--- src/rtl/fst_pkg.sv ---
/*
  Constants, register layouts and sensor carrier of the fail-safe supply and
  thermal monitor. Assumes a 20 MHz system clock and an APB register bus.
*/
// Behaviour
// - Main supply undervoltage sets its flag when capture enabled, and signals on RXD.
// - Undervoltage also sets the transceiver supply status bit.
// - Transceiver undervoltage raises transceiver failure if enabled and CAN mode is 01.
// - Debounced overvoltage sets its flag when capture enabled, and signals on RXD.
// - Shutdown select 0: overvoltage is only signalled.
// - Sleep variant: shutdown select 1 forces Sleep; a wake or interrupt restores regulator.
// - Other variant: regulator off without mode change until overvoltage flag cleared.
// - Limp home output follows present undervoltage or debounced overvoltage.
// - Overvoltage sleep entry first clears all captured event flags.
// - Overvoltage sleep entry enables CAN wake and both local wake edges.
// - Overvoltage sleep entry clears partial networking enable and config-valid.
// - Overvoltage-caused sleep sets the sleep-by-overvoltage status bit.
// - In Normal/Silent, comparator dominant without RXD past clamp time flags clamping.
// - RXD clamping disables the CAN transmitter.
// - Clamping with both enables: silent transceiver failure, clamp status, transmitter status 0.
// - Clamp detection resets in Sleep, Standby, unpowered, or on RXD dominant.
// - Prewarning with enable sets common and per-block bits; the interrupt follows only in device mode 111 with CAN mode 00.
// - Common prewarning clears only when all blocks are below threshold.
// - CAN overtemperature shutdown puts the transceiver off with bus pins tri-stated.
// - LIN shutdown gives LIN standby; an overheated regulator is disabled.
// - During shutdown wake detection and RXD low signalling of pending events continue.
// - Prewarning interrupt needs enable, CAN mode 00, device mode 111; other CAN modes in 111 give flag only.
// - A captured wake drives RXD low when battery and main supply are present.
package fst_pkg;

  // Register byte addresses
  localparam logic [7:0] ADDR_CTRL    = 8'h00;
  localparam logic [7:0] ADDR_WAKECFG = 8'h04;
  localparam logic [7:0] ADDR_EVENT   = 8'h08;
  localparam logic [7:0] ADDR_STATUS  = 8'h0c;

  // Timing: printed unit first, cycle counts derived (least times round up)
  localparam int CLK_PERIOD_NS = 50;
  localparam int OV_DEB_NS     = 10000;
  localparam int CLAMP_NS      = 1000;
  localparam int OV_DEB_CYC    = (OV_DEB_NS + CLK_PERIOD_NS - 1) / CLK_PERIOD_NS;
  localparam int CLAMP_CYC     = (CLAMP_NS + CLK_PERIOD_NS - 1) / CLK_PERIOD_NS;

  // Mode codes
  localparam logic [2:0] DEV_SLEEP   = 3'h1;
  localparam logic [2:0] DEV_STANDBY = 3'h4;
  localparam logic [2:0] DEV_NORMAL  = 3'h7;
  localparam logic [1:0] CAN_PW_IRQ  = 2'h0;
  localparam logic [1:0] CAN_NORMAL  = 2'h1;
  localparam logic [1:0] CAN_SILENT  = 2'h2;

  // Index of each monitored block in the thermal vectors
  localparam int BLK_LIN  = 0;
  localparam int BLK_CAN  = 1;
  localparam int BLK_MAIN = 2;
  localparam int BLK_SENS = 3;

  typedef struct packed {
    logic [20:0] rsvd;
    logic [2:0]  deviceOperatingModeField;
    logic [1:0]  canOperatingModeField;
    logic        thermalPrewarnEn;
    logic        rxdClampCaptureEn;
    logic        canTransceiverFailureEn;
    logic        overvoltageShutdownSelect;
    logic        supplyOvervoltageCaptureEn;
    logic        supplyUndervoltageCaptureEn;
  } fst_ctrl_t;

  typedef struct packed {
    logic [26:0] rsvd;
    logic        partialNetworkingConfigValid;
    logic        partialNetworkingEn;
    logic        localWakeFallingEn;
    logic        localWakeRisingEn;
    logic        canWakeupEn;
  } fst_wake_t;

  typedef struct packed {
    logic [21:0] rsvd;
    logic [3:0]  blockPrewarn;
    logic        thermalShutdownFlag;
    logic        wakeFlag;
    logic        thermalPrewarnEventFlag;
    logic        canTransceiverFailureFlag;
    logic        supplyOvervoltageFlag;
    logic        supplyUndervoltageFlag;
  } fst_event_t;

  typedef struct packed {
    logic [25:0] rsvd;
    logic        mainLdoOn;
    logic        sleepByOvervoltageStatus;
    logic        thermalPrewarnCommonStatus;
    logic        transmitterActiveStatus;
    logic        rxdClampStatus;
    logic        transceiverSupplyStatus;
  } fst_status_t;

  // Sensor inputs from the analog side
  typedef struct packed {
    logic       supplyUv;
    logic       trxUv;
    logic       supplyOv;
    logic       busLevelComparator;
    logic       rxdRecessive;
    logic       wakeEvent;
    logic       batteryPresent;
    logic       mainPresent;
    logic [3:0] prewarn;
    logic [3:0] shutdown;
  } fst_sense_t;

  // Writable bits of the control registers
  localparam logic [31:0] CTRL_MASK    = 32'h0000_07ff;
  localparam logic [31:0] WAKECFG_MASK = 32'h0000_001f;
  localparam logic [31:0] STATUS_W1C   = 32'h0000_0011;

endpackage

--- src/rtl/fst_monitor.sv ---
/*
  Fail-safe supervisor: supply under/overvoltage capture and reaction, RXD
  recessive clamp detection, overtemperature prewarning and shutdown, with
  RXD event signalling. Assumes asynchronous sensor levels and an APB master.
*/
`timescale 1ns/1ps
module fst_monitor #(
  parameter int CNT_W         = 12,
  parameter bit VARIANT_SLEEP = 1'b1
) (
  input  wire logic              clock,
  input  wire logic              rst,
  input  wire logic              psel,
  input  wire logic              penable,
  input  wire logic              pwrite,
  input  wire logic [7:0]        paddr,
  input  wire logic [31:0]       pwdata,
  output logic [31:0]            prdata,
  output logic                   pready,
  output logic                   pslverr,
  input  wire fst_pkg::fst_sense_t sense,
  output logic                   rxdSignal_n,
  output logic                   limpHomeFailureOut,
  output logic                   mainLdoEn,
  output logic                   sensorLdoEn,
  output logic                   canTxEn,
  output logic                   canBusOff,
  output logic                   linStandby,
  output logic [2:0]             deviceMode
);

  ////////////////////////////////////////////////////////////////////////////
  // Elaboration checks and counter limits
  if (CNT_W < 2 ||
      fst_pkg::OV_DEB_CYC >= (1 << CNT_W) ||
      fst_pkg::CLAMP_CYC >= (1 << CNT_W)) begin : g_bad_cnt_w
    $error("fst_monitor: CNT_W too small for timing counts");
  end

  localparam logic [CNT_W-1:0] OV_LIM    = CNT_W'(fst_pkg::OV_DEB_CYC);
  localparam logic [CNT_W-1:0] CLAMP_LIM = CNT_W'(fst_pkg::CLAMP_CYC);

  typedef struct packed {
    // Sensor path
    fst_pkg::fst_sense_t  sync1;
    fst_pkg::fst_sense_t  sync2;
    fst_pkg::fst_sense_t  sync3;
    fst_pkg::fst_sense_t  filt;
    fst_pkg::fst_sense_t  prev;

    // Registers
    fst_pkg::fst_ctrl_t   ctrl;
    fst_pkg::fst_wake_t   wake;
    fst_pkg::fst_event_t  evt;
    fst_pkg::fst_status_t stat;

    // Timers and edges
    logic [CNT_W-1:0]     ovCnt;
    logic [CNT_W-1:0]     clampCnt;
    logic                 ovDeb;
    logic                 ovDebPrev;
    logic                 clampDet;
    logic                 clampPrev;
    logic                 trxQuiet;
    logic                 prewarnIrq;

    // Bus answer
    logic [31:0]          rdata;
    logic                 ready;
    logic                 slvErr;

    // Pins
    logic                 rxdN;
    logic                 limp;
    logic                 mainLdo;
    logic                 sensLdo;
    logic                 txEn;
    logic                 busOff;
    logic                 linStby;
  } fst_state_t;

  fst_state_t st_r;
  fst_state_t st_nxt;

  ////////////////////////////////////////////////////////////////////////////
  // Register read mux, shared by read data and error decode
  function automatic logic [32:0] fst_read(input logic [7:0] a,
    input fst_state_t s);
    logic [32:0] r;
    r = {1'b0, 32'h0000_0000};
    unique case (a)
      fst_pkg::ADDR_CTRL:    r = {1'b0, 32'(s.ctrl)};
      fst_pkg::ADDR_WAKECFG: r = {1'b0, 32'(s.wake)};
      fst_pkg::ADDR_EVENT:   r = {1'b0, 32'(s.evt)};
      fst_pkg::ADDR_STATUS:  r = {1'b0, 32'(s.stat)};
      default:               r = {1'b1, 32'h0000_0000};
    endcase
    return r;
  endfunction

  ////////////////////////////////////////////////////////////////////////////
  // Next-state logic
  always_comb begin
    fst_pkg::fst_sense_t f;
    logic                clampWatch;
    logic                ovRise;
    logic                clampRise;
    logic                wakeRise;
    logic [3:0]          newPw;
    logic [3:0]          newSd;
    logic                acc;
    logic                pending;
    logic                ldoOffOv;
    logic [32:0]         rd;

    // Defaults
    f          = st_r.filt;
    clampWatch = 1'b0;
    ovRise     = 1'b0;
    clampRise  = 1'b0;
    wakeRise   = 1'b0;
    newPw      = 4'h0;
    newSd      = 4'h0;
    acc        = 1'b0;
    pending    = 1'b0;
    ldoOffOv   = 1'b0;
    rd         = fst_read(paddr, st_r);
    st_nxt     = st_r;

    // Three-stage synchroniser; a level changes only when stages 2 and 3 agree
    st_nxt.sync1 = sense;
    st_nxt.sync2 = st_r.sync1;
    st_nxt.sync3 = st_r.sync2;
    st_nxt.filt  = (st_r.sync2 & st_r.sync3) |
                   (st_r.filt & (st_r.sync2 | st_r.sync3));
    st_nxt.prev  = st_r.filt;

    // Overvoltage debounce: must persist the full debounce time
    if (!f.supplyOv) begin
      st_nxt.ovCnt = '0;
    end else if (st_r.ovCnt != OV_LIM) begin
      st_nxt.ovCnt = st_r.ovCnt + 1'b1;
    end

    // Debounced level
    st_nxt.ovDeb     = f.supplyOv && (st_r.ovCnt == OV_LIM);
    st_nxt.ovDebPrev = st_r.ovDeb;
    ovRise           = st_r.ovDeb && !st_r.ovDebPrev;

    // Clamp watch only in Normal/Silent and while powered and awake
    clampWatch = (st_r.ctrl.canOperatingModeField == fst_pkg::CAN_NORMAL ||
                  st_r.ctrl.canOperatingModeField == fst_pkg::CAN_SILENT) &&
                 st_r.ctrl.deviceOperatingModeField != fst_pkg::DEV_SLEEP &&
                 st_r.ctrl.deviceOperatingModeField != fst_pkg::DEV_STANDBY &&
                 f.mainPresent;

    if (!clampWatch || !f.rxdRecessive) begin
      st_nxt.clampCnt = '0;
      st_nxt.clampDet = 1'b0;
    end else if (f.busLevelComparator) begin
      if (st_r.clampCnt != CLAMP_LIM) begin
        st_nxt.clampCnt = st_r.clampCnt + 1'b1;
      end else begin
        st_nxt.clampDet = 1'b1;
      end
    end else begin
      st_nxt.clampCnt = '0;
    end

    st_nxt.clampPrev = st_r.clampDet;
    clampRise        = st_r.clampDet && !st_r.clampPrev;

    // APB: one wait state; pready rises in the second access cycle
    st_nxt.ready = psel && penable && !st_r.ready;
    acc          = psel && penable && st_r.ready;

    if (psel && penable && !st_r.ready) begin
      st_nxt.rdata  = pwrite ? 32'h0000_0000 : rd[31:0];
      st_nxt.slvErr = rd[32];
    end else if (acc) begin
      st_nxt.rdata  = 32'h0000_0000;
      st_nxt.slvErr = 1'b0;
    end

    // Writes land with the answer
    if (acc && pwrite && !rd[32]) begin
      unique case (paddr)
        fst_pkg::ADDR_CTRL:    st_nxt.ctrl = fst_pkg::fst_ctrl_t'(pwdata & fst_pkg::CTRL_MASK);
        fst_pkg::ADDR_WAKECFG: st_nxt.wake = fst_pkg::fst_wake_t'(pwdata & fst_pkg::WAKECFG_MASK);
        fst_pkg::ADDR_EVENT:   st_nxt.evt  = st_r.evt & ~fst_pkg::fst_event_t'(pwdata);
        default:               st_nxt.stat = st_r.stat & ~fst_pkg::fst_status_t'(pwdata &
                                                                fst_pkg::STATUS_W1C);
      endcase
    end

    // Hardware events below come after the software clears, so a set wins
    if (f.supplyUv && !st_r.prev.supplyUv) begin
      st_nxt.stat.transceiverSupplyStatus = 1'b1;
      if (st_r.ctrl.supplyUndervoltageCaptureEn) begin
        st_nxt.evt.supplyUndervoltageFlag = 1'b1;
      end
    end

    // Transceiver undervoltage
    if (f.trxUv && !st_r.prev.trxUv && st_r.ctrl.canTransceiverFailureEn &&
        st_r.ctrl.canOperatingModeField == fst_pkg::CAN_NORMAL) begin
      st_nxt.evt.canTransceiverFailureFlag = 1'b1;
      st_nxt.trxQuiet                      = 1'b0;
    end

    if (ovRise && st_r.ctrl.supplyOvervoltageCaptureEn) begin
      st_nxt.evt.supplyOvervoltageFlag = 1'b1;
    end

    // Clamp failure is captured but kept off the RXD pin
    if (clampRise && st_r.ctrl.canTransceiverFailureEn &&
        st_r.ctrl.rxdClampCaptureEn) begin
      if (!st_nxt.evt.canTransceiverFailureFlag) begin
        st_nxt.trxQuiet = 1'b1;
      end
      st_nxt.evt.canTransceiverFailureFlag = 1'b1;
    end

    st_nxt.stat.rxdClampStatus = st_nxt.clampDet && st_r.ctrl.canTransceiverFailureEn &&
                                 st_r.ctrl.rxdClampCaptureEn;
    st_nxt.stat.transmitterActiveStatus = !st_nxt.clampDet;

    // Quiet mark ends with its flag
    if (!st_nxt.evt.canTransceiverFailureFlag) begin
      st_nxt.trxQuiet = 1'b0;
    end

    // Thermal prewarning
    newPw = f.prewarn & ~st_r.prev.prewarn;
    if (st_r.ctrl.thermalPrewarnEn && newPw != 4'h0) begin
      st_nxt.evt.blockPrewarn               = st_nxt.evt.blockPrewarn | newPw;
      st_nxt.stat.thermalPrewarnCommonStatus = 1'b1;
      if (st_r.ctrl.deviceOperatingModeField == fst_pkg::DEV_NORMAL) begin
        st_nxt.evt.thermalPrewarnEventFlag = 1'b1;
        if (st_r.ctrl.canOperatingModeField == fst_pkg::CAN_PW_IRQ) begin
          st_nxt.prewarnIrq = 1'b1;
        end
      end
    end

    if (f.prewarn == 4'h0) begin
      st_nxt.stat.thermalPrewarnCommonStatus = 1'b0;
    end

    // IRQ lives with its flag
    st_nxt.prewarnIrq = st_nxt.prewarnIrq && st_nxt.evt.thermalPrewarnEventFlag;

    // Shutdown capture; wake capture keeps running through it
    newSd = f.shutdown & ~st_r.prev.shutdown;
    if (newSd != 4'h0) begin
      st_nxt.evt.thermalShutdownFlag = 1'b1;
    end

    wakeRise = f.wakeEvent && !st_r.prev.wakeEvent;
    if (wakeRise) begin
      st_nxt.evt.wakeFlag = 1'b1;
    end

    // Leave overvoltage sleep on a wake or any newly captured event
    if (st_r.ctrl.deviceOperatingModeField == fst_pkg::DEV_SLEEP &&
        (wakeRise || (st_nxt.evt & ~st_r.evt) != '0)) begin
      st_nxt.ctrl.deviceOperatingModeField = fst_pkg::DEV_STANDBY;
    end

    // Forced sleep: prepare wake sources so the device can never lock up
    if (VARIANT_SLEEP && ovRise && st_r.ctrl.overvoltageShutdownSelect) begin
      st_nxt.evt                               = '0;
      st_nxt.prewarnIrq                        = 1'b0;
      st_nxt.trxQuiet                          = 1'b0;

      st_nxt.wake.canWakeupEn                  = 1'b1;
      st_nxt.wake.localWakeRisingEn            = 1'b1;
      st_nxt.wake.localWakeFallingEn           = 1'b1;
      st_nxt.wake.partialNetworkingEn          = 1'b0;
      st_nxt.wake.partialNetworkingConfigValid = 1'b0;

      st_nxt.stat.sleepByOvervoltageStatus     = 1'b1;
      st_nxt.ctrl.deviceOperatingModeField     = fst_pkg::DEV_SLEEP;
    end

    // Regulator reaction; select 0 leaves the regulator alone
    if (VARIANT_SLEEP) begin
      ldoOffOv = st_nxt.ctrl.deviceOperatingModeField == fst_pkg::DEV_SLEEP;
    end else begin
      ldoOffOv = st_r.ctrl.overvoltageShutdownSelect &&
                 st_nxt.evt.supplyOvervoltageFlag;
    end

    // Per-block shutdown wins
    st_nxt.mainLdo        = !ldoOffOv && !f.shutdown[fst_pkg::BLK_MAIN];
    st_nxt.sensLdo        = !f.shutdown[fst_pkg::BLK_SENS];
    st_nxt.stat.mainLdoOn = st_nxt.mainLdo;
    st_nxt.busOff         = f.shutdown[fst_pkg::BLK_CAN];
    st_nxt.linStby        = f.shutdown[fst_pkg::BLK_LIN];
    st_nxt.txEn           = !st_nxt.clampDet && !f.shutdown[fst_pkg::BLK_CAN] &&
                            st_nxt.ctrl.canOperatingModeField == fst_pkg::CAN_NORMAL;

    // Undervoltage level and debounced overvoltage
    st_nxt.limp           = f.supplyUv || st_r.ovDeb;

    // RXD low while any signalled flag pends and supplies are present
    pending = st_nxt.evt.supplyUndervoltageFlag || st_nxt.evt.supplyOvervoltageFlag ||
              st_nxt.evt.wakeFlag || st_nxt.evt.thermalShutdownFlag || st_nxt.prewarnIrq ||
              (st_nxt.evt.canTransceiverFailureFlag && !st_nxt.trxQuiet);

    st_nxt.rxdN = !(pending && f.batteryPresent && f.mainPresent);
  end

  ////////////////////////////////////////////////////////////////////////////
  // State register; outputs idle-safe during reset
  always_ff @(posedge clock) begin
    if (rst) begin
      st_r                              <= '0;
      st_r.rxdN                         <= 1'b1;
      st_r.mainLdo                      <= 1'b1;
      st_r.sensLdo                      <= 1'b1;
      st_r.stat.mainLdoOn               <= 1'b1;
      st_r.stat.transmitterActiveStatus <= 1'b1;
    end else begin
      st_r <= st_nxt;
    end
  end

  // Outputs straight from the state register
  assign prdata             = st_r.rdata;
  assign pready             = st_r.ready;
  assign pslverr            = st_r.slvErr;

  // Pin-level outputs
  assign rxdSignal_n        = st_r.rxdN;
  assign limpHomeFailureOut = st_r.limp;
  assign mainLdoEn          = st_r.mainLdo;
  assign sensorLdoEn        = st_r.sensLdo;
  assign canTxEn            = st_r.txEn;
  assign canBusOff          = st_r.busOff;
  assign linStandby         = st_r.linStby;
  assign deviceMode         = st_r.ctrl.deviceOperatingModeField;

endmodule

--- config.mk ---
export PLATFORM = sky130hd
export DESIGN_NAME = fst_monitor
export DESIGN_NICKNAME = d
export VERILOG_FILES = /design/src/rtl/fst_pkg.sv /design/src/rtl/fst_monitor.sv
export SDC_FILE = /design/constraint.sdc
export NUM_CORES = 1
export LEC_CHECK = 0
export ABC_AREA = 1
export BUFFER_PORTS_ARGS = -buffer_cell sky130_fd_sc_hd__clkbuf_2
export CORE_ASPECT_RATIO = 2
export CORE_UTILIZATION = 45
export CTS_CLUSTER_DIAMETER = 60
export DETAILED_ROUTE_END_ITERATION = 10
export PLACE_DENSITY = 0.61
export SYNTH_ARGS = -nofsm -noshare
export SYNTH_HDL_FRONTEND = slang
export SYNTH_SLANG_ARGS = --single-unit
--- constraint.sdc ---
create_clock -name clock -period 1.8 [get_ports clock]
set_input_delay 0.18 -clock clock [delete_from_list [all_inputs] [get_ports clock]]
set_output_delay 0.18 -clock clock [all_outputs]
set_load 0.02 [all_outputs]
; ---- After elaboration in Yosys (flattened, before gate mapping)
; Cells that the tools add are included.
[word_totals]
reg_bits = 225
inputBits = 61
output_inout_bits = 44
elab_cells = 244
[classes]
addsub = 2
eq_ne = 17
n_mux = 38
bitwise = 18
n_reduce_logical = 79
[ops]
columns = cell, n
row1 = two-way mux 32 bit, 5
row2 = one-hot mux 33 bit (4 select lines), 1
row3 = two-way mux 107 bit, 1
row4 = AND 32 bit, 3
row5 = NOT 32 bit, 2
row6 = two-way mux 35 bit, 1
row7 = AND 16 bit, 2
row8 = NOT 5 -> 32 bit, 1
row9 = bitwise OR 16 bit, 2
row10 = nonzero test 32 bit, 1
row11 = logical AND 1 bit, 31
row12 = adder 12 x 1 -> 12 bit (second input constant), 2
row13 = two-way mux 1 bit, 24
row14 = equality test 8 x 4 -> 1 bit (second input constant), 2
row15 = logical NOT 1 bit, 16
row16 = AND reduction 2 bit, 7
row17 = equality test 12 x 8 -> 1 bit (second input constant), 1
row18 = inequality test 12 x 5 -> 1 bit (second input constant), 1
row19 = inequality test 12 x 8 -> 1 bit (second input constant), 1
row20 = two-way mux 11 bit, 1
row21 = nonzero test 2 bit, 5
row22 = logical OR 1 bit, 9
row23 = AND 4 bit, 2
row24 = equality test 8 x 3 -> 1 bit (second input constant), 1
row25 = other kinds (20), 32

; ---- Logic depth before layout (Yosys ltp)
; Gate-level depths: netlist (run 1).
[depth]
word_depth = 16
ltp_mapped = 13
depth_no_buf = 13

; ---- Worst setup path before layout (run 1)
; OpenSTA, ideal clock, no wires.
[synth_path]
kind = register -> register
start = register st_r[173] in the netlist's numbering
end = register st_r[58] in the netlist's numbering
setup_time_ns = 0.058
arrival_time_ns = 1.619
required_ns = 1.742
path_slack_ns = 0.124
stages_incl_launch_ff = 10
n_path_buf = 0
period_less_slack_ns = 1.676
path_cell_list = dfxtp_1 > inv_1 > ha_1 > nand3_1 > nor3_1 > inv_1 > nor3_2 > inv_1 > a211oi_1 > o21a_1
[synth_between]
elab_chain_len = 8
word_cells_on_any_way = 9
cone_classes = eq/ne: 2 / reduce/logical: 7
[synth_lines]
columns = element, line_no
row1 = start: declaration, fst_monitor.sv:82  ; fst_state_t st_r;
row2 = start signal: assignment, fst_monitor.sv:325  ; st_r <= st_nxt;
row3 = equality test 2 x 1 -> 1 bit or equality test 2 bit (tied branches), "fst_monitor.sv:151, fst_monitor.sv:152"
row4 = logical OR 1 bit (*), fst_monitor.sv:151  ; clampWatch = (st_r.ctrl.canOperatingModeField == fst_pkg::CAN_NORMAL ||
row5 = logical AND 1 bit (*), fst_monitor.sv:152  ; st_r.ctrl.canOperatingModeField == fst_pkg::CAN_SILENT) &&
row6 = logical AND 1 bit (*), fst_monitor.sv:153  ; st_r.ctrl.deviceOperatingModeField != fst_pkg::DEV_SLEEP &&
row7 = logical AND 1 bit (*), fst_monitor.sv:154  ; st_r.ctrl.deviceOperatingModeField != fst_pkg::DEV_STANDBY &&
row8 = logical NOT 1 bit (*), fst_monitor.sv:157  ; if (!clampWatch || !f.rxdRecessive) begin
row9 = logical OR 1 bit (*), fst_monitor.sv:157
row10 = OR reduction 3 bit (no line) (*), -
; Every way passes the cells marked *; elsewhere a longest branch is shown, timed or not.
; A chain may end at the register's enable or synchronous reset.

; ---- Worst setup path in the final report (run 1)
[layout_path]
start = register st_r[48] in the netlist's numbering
end = register st_r[58] in the netlist's numbering
[layout_between]
elab_chain_len = 1
word_cells_on_any_way = 2
cone_classes = add/sub: 1 / eq/ne: 1
[layout_lines]
columns = element, line_no
row1 = adder 12 x 1 -> 12 bit or inequality test 12 x 5 -> 1 bit (tied branches), "fst_monitor.sv:162, fst_monitor.sv:161"
; Parallel ways exist; a longest one is shown, timed or not.

==> out/qor.csv, run 1 <==
metric,value,unit
number of synthesized register bits,197,
YS warnings,0,
CTS tree,done,
total area of sequential cells,3944,µm²
clock tree skew after final layout,0.007930,ns
via count of the first global-routing pass,6052,
Layout Area Growth over Synthesis,18.94,%
maximum number of pins on one net before global-route repair,43,
required arrival time at the worst endpoint,2.13,ns
critical path class,flop to flop,
clock root buffer master,clkbuf_16,
total count of hold-check failures in the final report,0,
placed cell count,1265,
"Power, Total",8.612,mW
vias,6279,
max_slew headroom,0.6625,
kind of end point of the critical path,flop,
HP Class,primary input to flop,
Setup Total Neg Slack,0,ns
internal power,6.764,mW
"most common cell after layout, fill and taps aside",dfxtp_1,
register area share after synthesis,0.5142,
multi-input combinational cell area,2666,µm²
cell area after synthesis,7670,µm²
average detailed-routed wire length per instance,13.05,µm
RePlAce Congestion,0.8508,
Synth async-reset ratio,0,
WP data arrival,1.99,ns
diodes inserted,0,
deepest level of the CTS H-tree,4,
tightest hold margin,0.006841,ns
starting utilization of the core area,0.4598,
starting DRC count in detailed routing,193,
die boundary height,186.6,µm
initial antenna violation count,0,
Finished Core Util,0.5468,
placeable core region,16680,µm²
vias per inst,4.771,
GRT overflow,0,
routed wire length,17180,µm
fraction of power consumed by combinational cells,0.033,
total of endpoints with negative setup slack in the final report,0,
Clock Latency Late Sink,0.43,ns
worst vdd ir,0.0005342,V
number of distinct library cells after synthesis,42,
number of buffers added by the clock tree synthesis step,17,
first-pass GRT wire length,27670,µm
clock tree buffer depth,2,
Max Cap Viol,0,
final-layout fill cell count,1641,
time the worst path needs with I/O delays and setup,1.667,ns
Horiz. Die Dim,94.32,µm
met2 GRT Util,0.3977,
sinks on the clock net,197,
Clock transition at path regs,0.07,ns
most frequent cells in the layout,"dfxtp_1, inv_1, nand2_1",
number of cell rows,67,
full die area,17600,µm²
outcome,"finished, final reports clean",
fraction of power spent switching nets,0.2147,
final critical-path share of the clock period,0.9260,
Clk network pwr share,0.453,
syn avg cell area,7.701,µm²
number of nets in the synthesized netlist,1063,
Top Usage Layer GRT,met2,
transition time at the pin with the least slew margin,0.4993,ns
Layout Nets,1164,
Power Density,944.1,nW/µm²
CP max FO,3,
half-perimeter wire length of the detailed placement result,12950,µm
number of primary I/O pins,105,
ratio of cells with drive above 1 in the final layout,0.1659,
count of mapped cells out of synthesis,996,
most instantiated flip-flop cell in the synthesis netlist,dfxtp_1,
max frequency,600.0,MHz
port bufs,104,
length of the first detailed-routing pass in iterations,4,
number of flops mapped to enable cells by yosys,0,
startpoint type of the worst setup path,flop,
residual DRC count,0,
Total GRT Usage,0.2035,
Final Non-Filler Cells,1316,
met3 GRT Util,0.03260,
number of slew-limit violations in the final report,0,
static leakage,3.822,nW
Flop pwr share,0.513,
remaining antenna violation count,0,
met1 GRT Util,0.1937,
Sw Pwr,1.849,mW
==> repair_timing <==
item,4_1_cts,5_1_grt
hold buffers,19,1
setup endpoints to repair,0,10
gates resized for setup,0,8
buffers inserted,0,0
endpoints found under the hold margin,19,1
==> worst paths after layout <==
| kind | endpoint | slack, ns | from | depth (start not counted) |
|---|---|---|---|---|
| max reg2reg | st_r[58]$_SDFFE_PP0N_ | 0.13 | st_r[48]$_SDFFE_PP0N_ | 8 |
| min | st_r[122]$_SDFF_PP0_ | 0.007 | pwdata[19] | 4 |
| max | st_r[58]$_SDFFE_PP0N_ | 0.13 | st_r[48]$_SDFFE_PP0N_ | 8 |
| min reg2reg | st_nxt[245]$_SDFF_PP0_ | 0.40 | st_nxt[261]$_SDFF_PP0_ | 2 |
==> cell type report <==
| type | count | share of cell area |
|---|---|---|
| clock inverter | 13 | 0.01879 |
| multi-input combinational | 549 | 0.2923 |
| tap | 207 | 0.02839 |
| clock buffer | 18 | 0.04814 |
| timing repair buffer | 151 | 0.1056 |
| inverter | 181 | 0.07448 |
| sequential | 197 | 0.4323 |
==> metal layers <==
layer,vias to the layer above,part of all wire
li1,3296,-
met1,2827,0.38
met2,119,0.56
met3,37,0.027
met4,0,0.036
met5,-,0
==> sequential cells by signal, summed over array words and instances (netlist names), 3 cells and up <==
signal,count
st_r,105
st_nxt,50
prdata,32
deviceMode,3
==> power by group through the flow <==
stage                     Clock [mW]  Combinational, mW  Sequential [mW]
after floorplan                    0              0.122             4.52
after global placement             0              0.257             4.52
after detailed placement           0              0.259             4.52
after CTS                       3.99              0.292             4.42
after global routing            4.18              0.322             4.42
final                           3.90              0.288             4.42
==> per-stage QoR <==
stage          setup slack (ns)  cell area [µm²]
3_5_place_dp             0.1035             8284
5_1_grt               -0.007740             9123
6_report                 0.1333             9123
4_1_cts                 0.07559             9085
2_1_floorplan            0.1236             7670
3_3_place_gp             0.1381             8284
==> cell families after synthesis <==
| logic type | count (synthesis) | synth area share |
|---|---|---|
| AND/OR/NAND/NOR | 374 | 0.2119 |
| AO/OA/AOI/OAI | 167 | 0.1194 |
| buffers and inverters | 250 | 0.1424 |
| adder cells (fa/ha/maj) | 6 | 0.009788 |
| flip-flops | 197 | 0.5142 |
| XOR/XNOR | 2 | 0.002284 |
==> Yosys cell counts (3+ instances only) <==
cell type	n	area share
a211oi_1	6	0.0059
a21oi_1	81	0.053
a31oi_1	4	0.0033
buf_1	8	0.0039
buf_2	6	0.0039
buf_4	35	0.034
clkbuf_1	18	0.0088
dfxtp_1	197	0.51
ha_1	6	0.0098
inv_1	178	0.087
inv_2	3	0.0015
nand2_1	158	0.077
nand3_1	21	0.014
nand4_1	29	0.024
nor2_1	126	0.062
nor3_1	23	0.015
nor4_1	4	0.0033
o21ai_0	49	0.032
o21ai_2	3	0.0034
o22ai_1	11	0.0090
==> worst max-delay path, stage by stage (launching register included) <==
cell	delay (ns)
dfxtp_1	0.36
nand3_1	0.16
nor2_1	0.16
nand2_1	0.09
nor2_1	0.19
nand3_1	0.15
nor3_1	0.23
a211oi_1	0.11
o21a_1	0.11
Power figures use the tool's default switching activity.
==> run 2: changes to the inputs <==
ABC_AREA = not set   (was 1)
==> out/qor.csv, run 2 <==
metric,value,unit,change
outcome,"finished, final reports clean",,
routed wire length,17710,µm,+3.1%
Setup Total Neg Slack,0,ns,unchanged
diodes inserted,0,,unchanged
Synth async-reset ratio,0,,unchanged
most frequent cells in the layout,"dfxtp_1, clkbuf_2, nor2_1",,
multi-input combinational cell area,3129,µm²,+17%
initial antenna violation count,0,,unchanged
port bufs,104,,unchanged
transition time at the pin with the least slew margin,0.5253,ns,+0.02604 ns
Max Cap Viol,0,,unchanged
most repeated cell in the gate-level netlist after synthesis,dfxtp_1,,
number of flops mapped to enable cells by yosys,0,,unchanged
deepest level of the CTS H-tree,4,,unchanged
cell types with the highest counts after synthesis,"dfxtp_1, nor2_1, nand2_1",,
final-layout fill cell count,1415,,-14%
length of the first detailed-routing pass in iterations,4,,unchanged
number of distinct library cells after synthesis,62,,+48%
required arrival time at the worst endpoint,2.13,ns,about the same
post-route worst setup slack,0.002963,ns,-0.1303 ns
starting utilization of the core area,0.4596,,about the same
register area share after synthesis,0.5301,,+0.01591
die boundary height,183.8,µm,-1.5%
vias,5876,,-6.4%
clock tree skew after final layout,0.01146,ns,+0.003534 ns
vias per inst,5.132,,+7.6%
Clock transition at path regs,0.08,ns,about the same
YS warnings,0,,unchanged
"slowest stage cell, crit path",dfxtp_2,,
full die area,17080,µm²,-3.0%
CTS tree,done,,
time the worst path needs with I/O delays and setup,1.797,ns,+0.1303 ns
max frequency,556.5,MHz,-7.3%
total of endpoints with negative setup slack in the final report,0,,unchanged
ratio of cells with drive above 1 in the final layout,0.2529,,+0.08701
kind of cell with the highest combined delay on the critical path,compound AO/OA/AOI/OAI gates,,
critical path class,flop to flop,,
cell type contributing the most total cell area after synthesis,dfxtp_1,,
static leakage,3.695,nW,-3.3%
area share of the largest cell type after synthesis,0.5301,,+0.01591
placed cell count,1074,,-15%
register ranked first by flip-flop count,st_r,,
number of buffers added by the clock tree synthesis step,17,,unchanged
Clock Latency Late Sink,0.44,ns,about the same
number of nets in the synthesized netlist,845,,-21%
Final Non-Filler Cells,1145,,-13%
final critical-path share of the clock period,0.9984,,+0.07240
first-pass GRT wire length,28180,µm,+1.8%
Layout Nets,995,,-15%
count of mapped cells out of synthesis,778,,-22%
series of cell instances along the critical path,"inv_2, ha_2, and4b_2, a211o_1, a2111oi_2, o221ai_1, o31ai_1",,
Power Density,917.2,nW/µm²,-2.9%
Area contributors post-synth,"dfxtp_1, nor2b_1, a21oi_1",,
Horiz. Die Dim,92.92,µm,-1.5%
number of synthesized register bits,197,,unchanged
placeable core region,16190,µm²,-3.0%
most instantiated flip-flop cell in the synthesis netlist,dfxtp_1,,
WP data arrival,2.13,ns,+0.14 ns
average detailed-routed wire length per instance,15.46,µm,+18%
buffer and inverter count on the worst path,1,,+1
kind of end point of the critical path,flop,,
remaining antenna violation count,0,,unchanged
critical path's largest stage delay,0.34,ns,-0.02 ns
setup repair after global routing missed its margin,true,,
pre-CTS setup slack,-0.1402,ns,-0.2436 ns
total count of hold-check failures in the final report,0,,unchanged
number of slew-limit violations in the final report,0,,unchanged
clock root buffer master,clkbuf_16,,
tightest hold margin,0.01702,ns,+0.01018 ns
RePlAce Congestion,0.8892,,+4.5%
number of cell rows,66,,-1.5%
cell area after synthesis,7440,µm²,-3.0%
max_slew headroom,0.6448,,-0.01770
"Power, Total",8.606,mW,about the same
number of setup buffers added after CTS,0,,unchanged
total area of sequential cells,3949,µm²,+0.13%
sinks on the clock net,197,,unchanged
Total GRT Usage,0.2138,,+0.01024
via count of the first global-routing pass,5913,,-2.3%
CP max FO,3,,unchanged
number of primary I/O pins,105,,unchanged
syn avg cell area,9.563,µm²,+24%
GRT overflow,0,,unchanged
residual DRC count,0,,unchanged
worst vdd ir,0.0006070,V,+14%
Layout Area Growth over Synthesis,26.12,%,
starting DRC count in detailed routing,171,,-11%
clock tree buffer depth,2,,unchanged
maximum number of pins on one net before global-route repair,78,,+81%
"most common cell after layout, fill and taps aside",dfxtp_1,,
startpoint type of the worst setup path,flop,,
number of flip-flops in the largest register,105,,unchanged
half-perimeter wire length of the detailed placement result,13170,µm,+1.7%
HP Class,primary input to flop,,
-- run 2: cell count changes after synthesis, sizes merged, moves of 28 or more --
cell and delta:
o21ai -28, a22oi +31, nor2 -47, nand2 -82
inv -161, nor2b +62
-- run 2: per-stage QoR --
step,area (µm²),util
3_3_place_gp,8259,0.5103
6_report,9383,0.5797
3_5_place_dp,8259,0.5103
2_1_floorplan,7440,-
5_1_grt,9383,0.5797
4_1_cts,9324,0.5761
-- run 2: power breakdown --
part           internal [mW]  total (mW)  switching [mW]
Clock                   1.91        3.84            1.93
Combinational          0.174       0.349           0.174
Sequential              4.40        4.42          0.0179
Total                   6.49        8.61            2.12
-- run 2: metal layers --
layer / part of all wire / track usage
met4: 0.035 / 0.1249
met1: 0.36 / 0.1981
met3: 0.032 / 0.03805
met2: 0.57 / 0.4191
met5: 0 / 0
-- run 2: final cells by class --
type / count / area share
tap: 204 / 0.02720
clock inverter: 15 / 0.02134
multi-input combinational: 496 / 0.3335
timing repair buffer: 196 / 0.1438
inverter: 20 / 0.008001
clock buffer: 17 / 0.04534
sequential: 197 / 0.4209
-- run 2: path summary, 6_finish.rpt --
kind	startpoint	to	slack [ns]	cells past startpoint
setup / recovery	st_r[174]$_SDFF_PP0_	rxdSignal_n$_SDFF_PP1_	0.003	7
hold / removal	pwdata[2]	st_r[169]$_SDFFE_PP0P_	0.02	3
setup reg to reg	st_r[174]$_SDFF_PP0_	rxdSignal_n$_SDFF_PP1_	0.003	7
hold reg to reg	st_r[128]$_SDFF_PP0_	st_r[128]$_SDFF_PP0_	0.43	2
-- run 2: kinds of logic after synthesis --
group,Yosys count,synth area share
muxes,20,0.03599
buffers and inverters,85,0.06307
AOI/OAI and AO/OA,141,0.1164
and+or+nand+nor,308,0.2196
xor gates and xnor gates,21,0.02472
DFF,197,0.5301
adders and majority gates,6,0.01009
-- run 2: tightest hold or removal path, stage by stage --
cell and delay, ns:
clkbuf_2 0.11, nand2_1 0.06, a21oi_1 0.05
-- run 2: what timing repair did --
item | CTS | global route
gates resized for setup | 12 | 14
setup endpoints to repair | 9 | 19
hold buffers | 39 | 0
pin swaps | 3 | 5
gates cloned | 0 | 0
endpoints found under the hold margin | 39 | 0
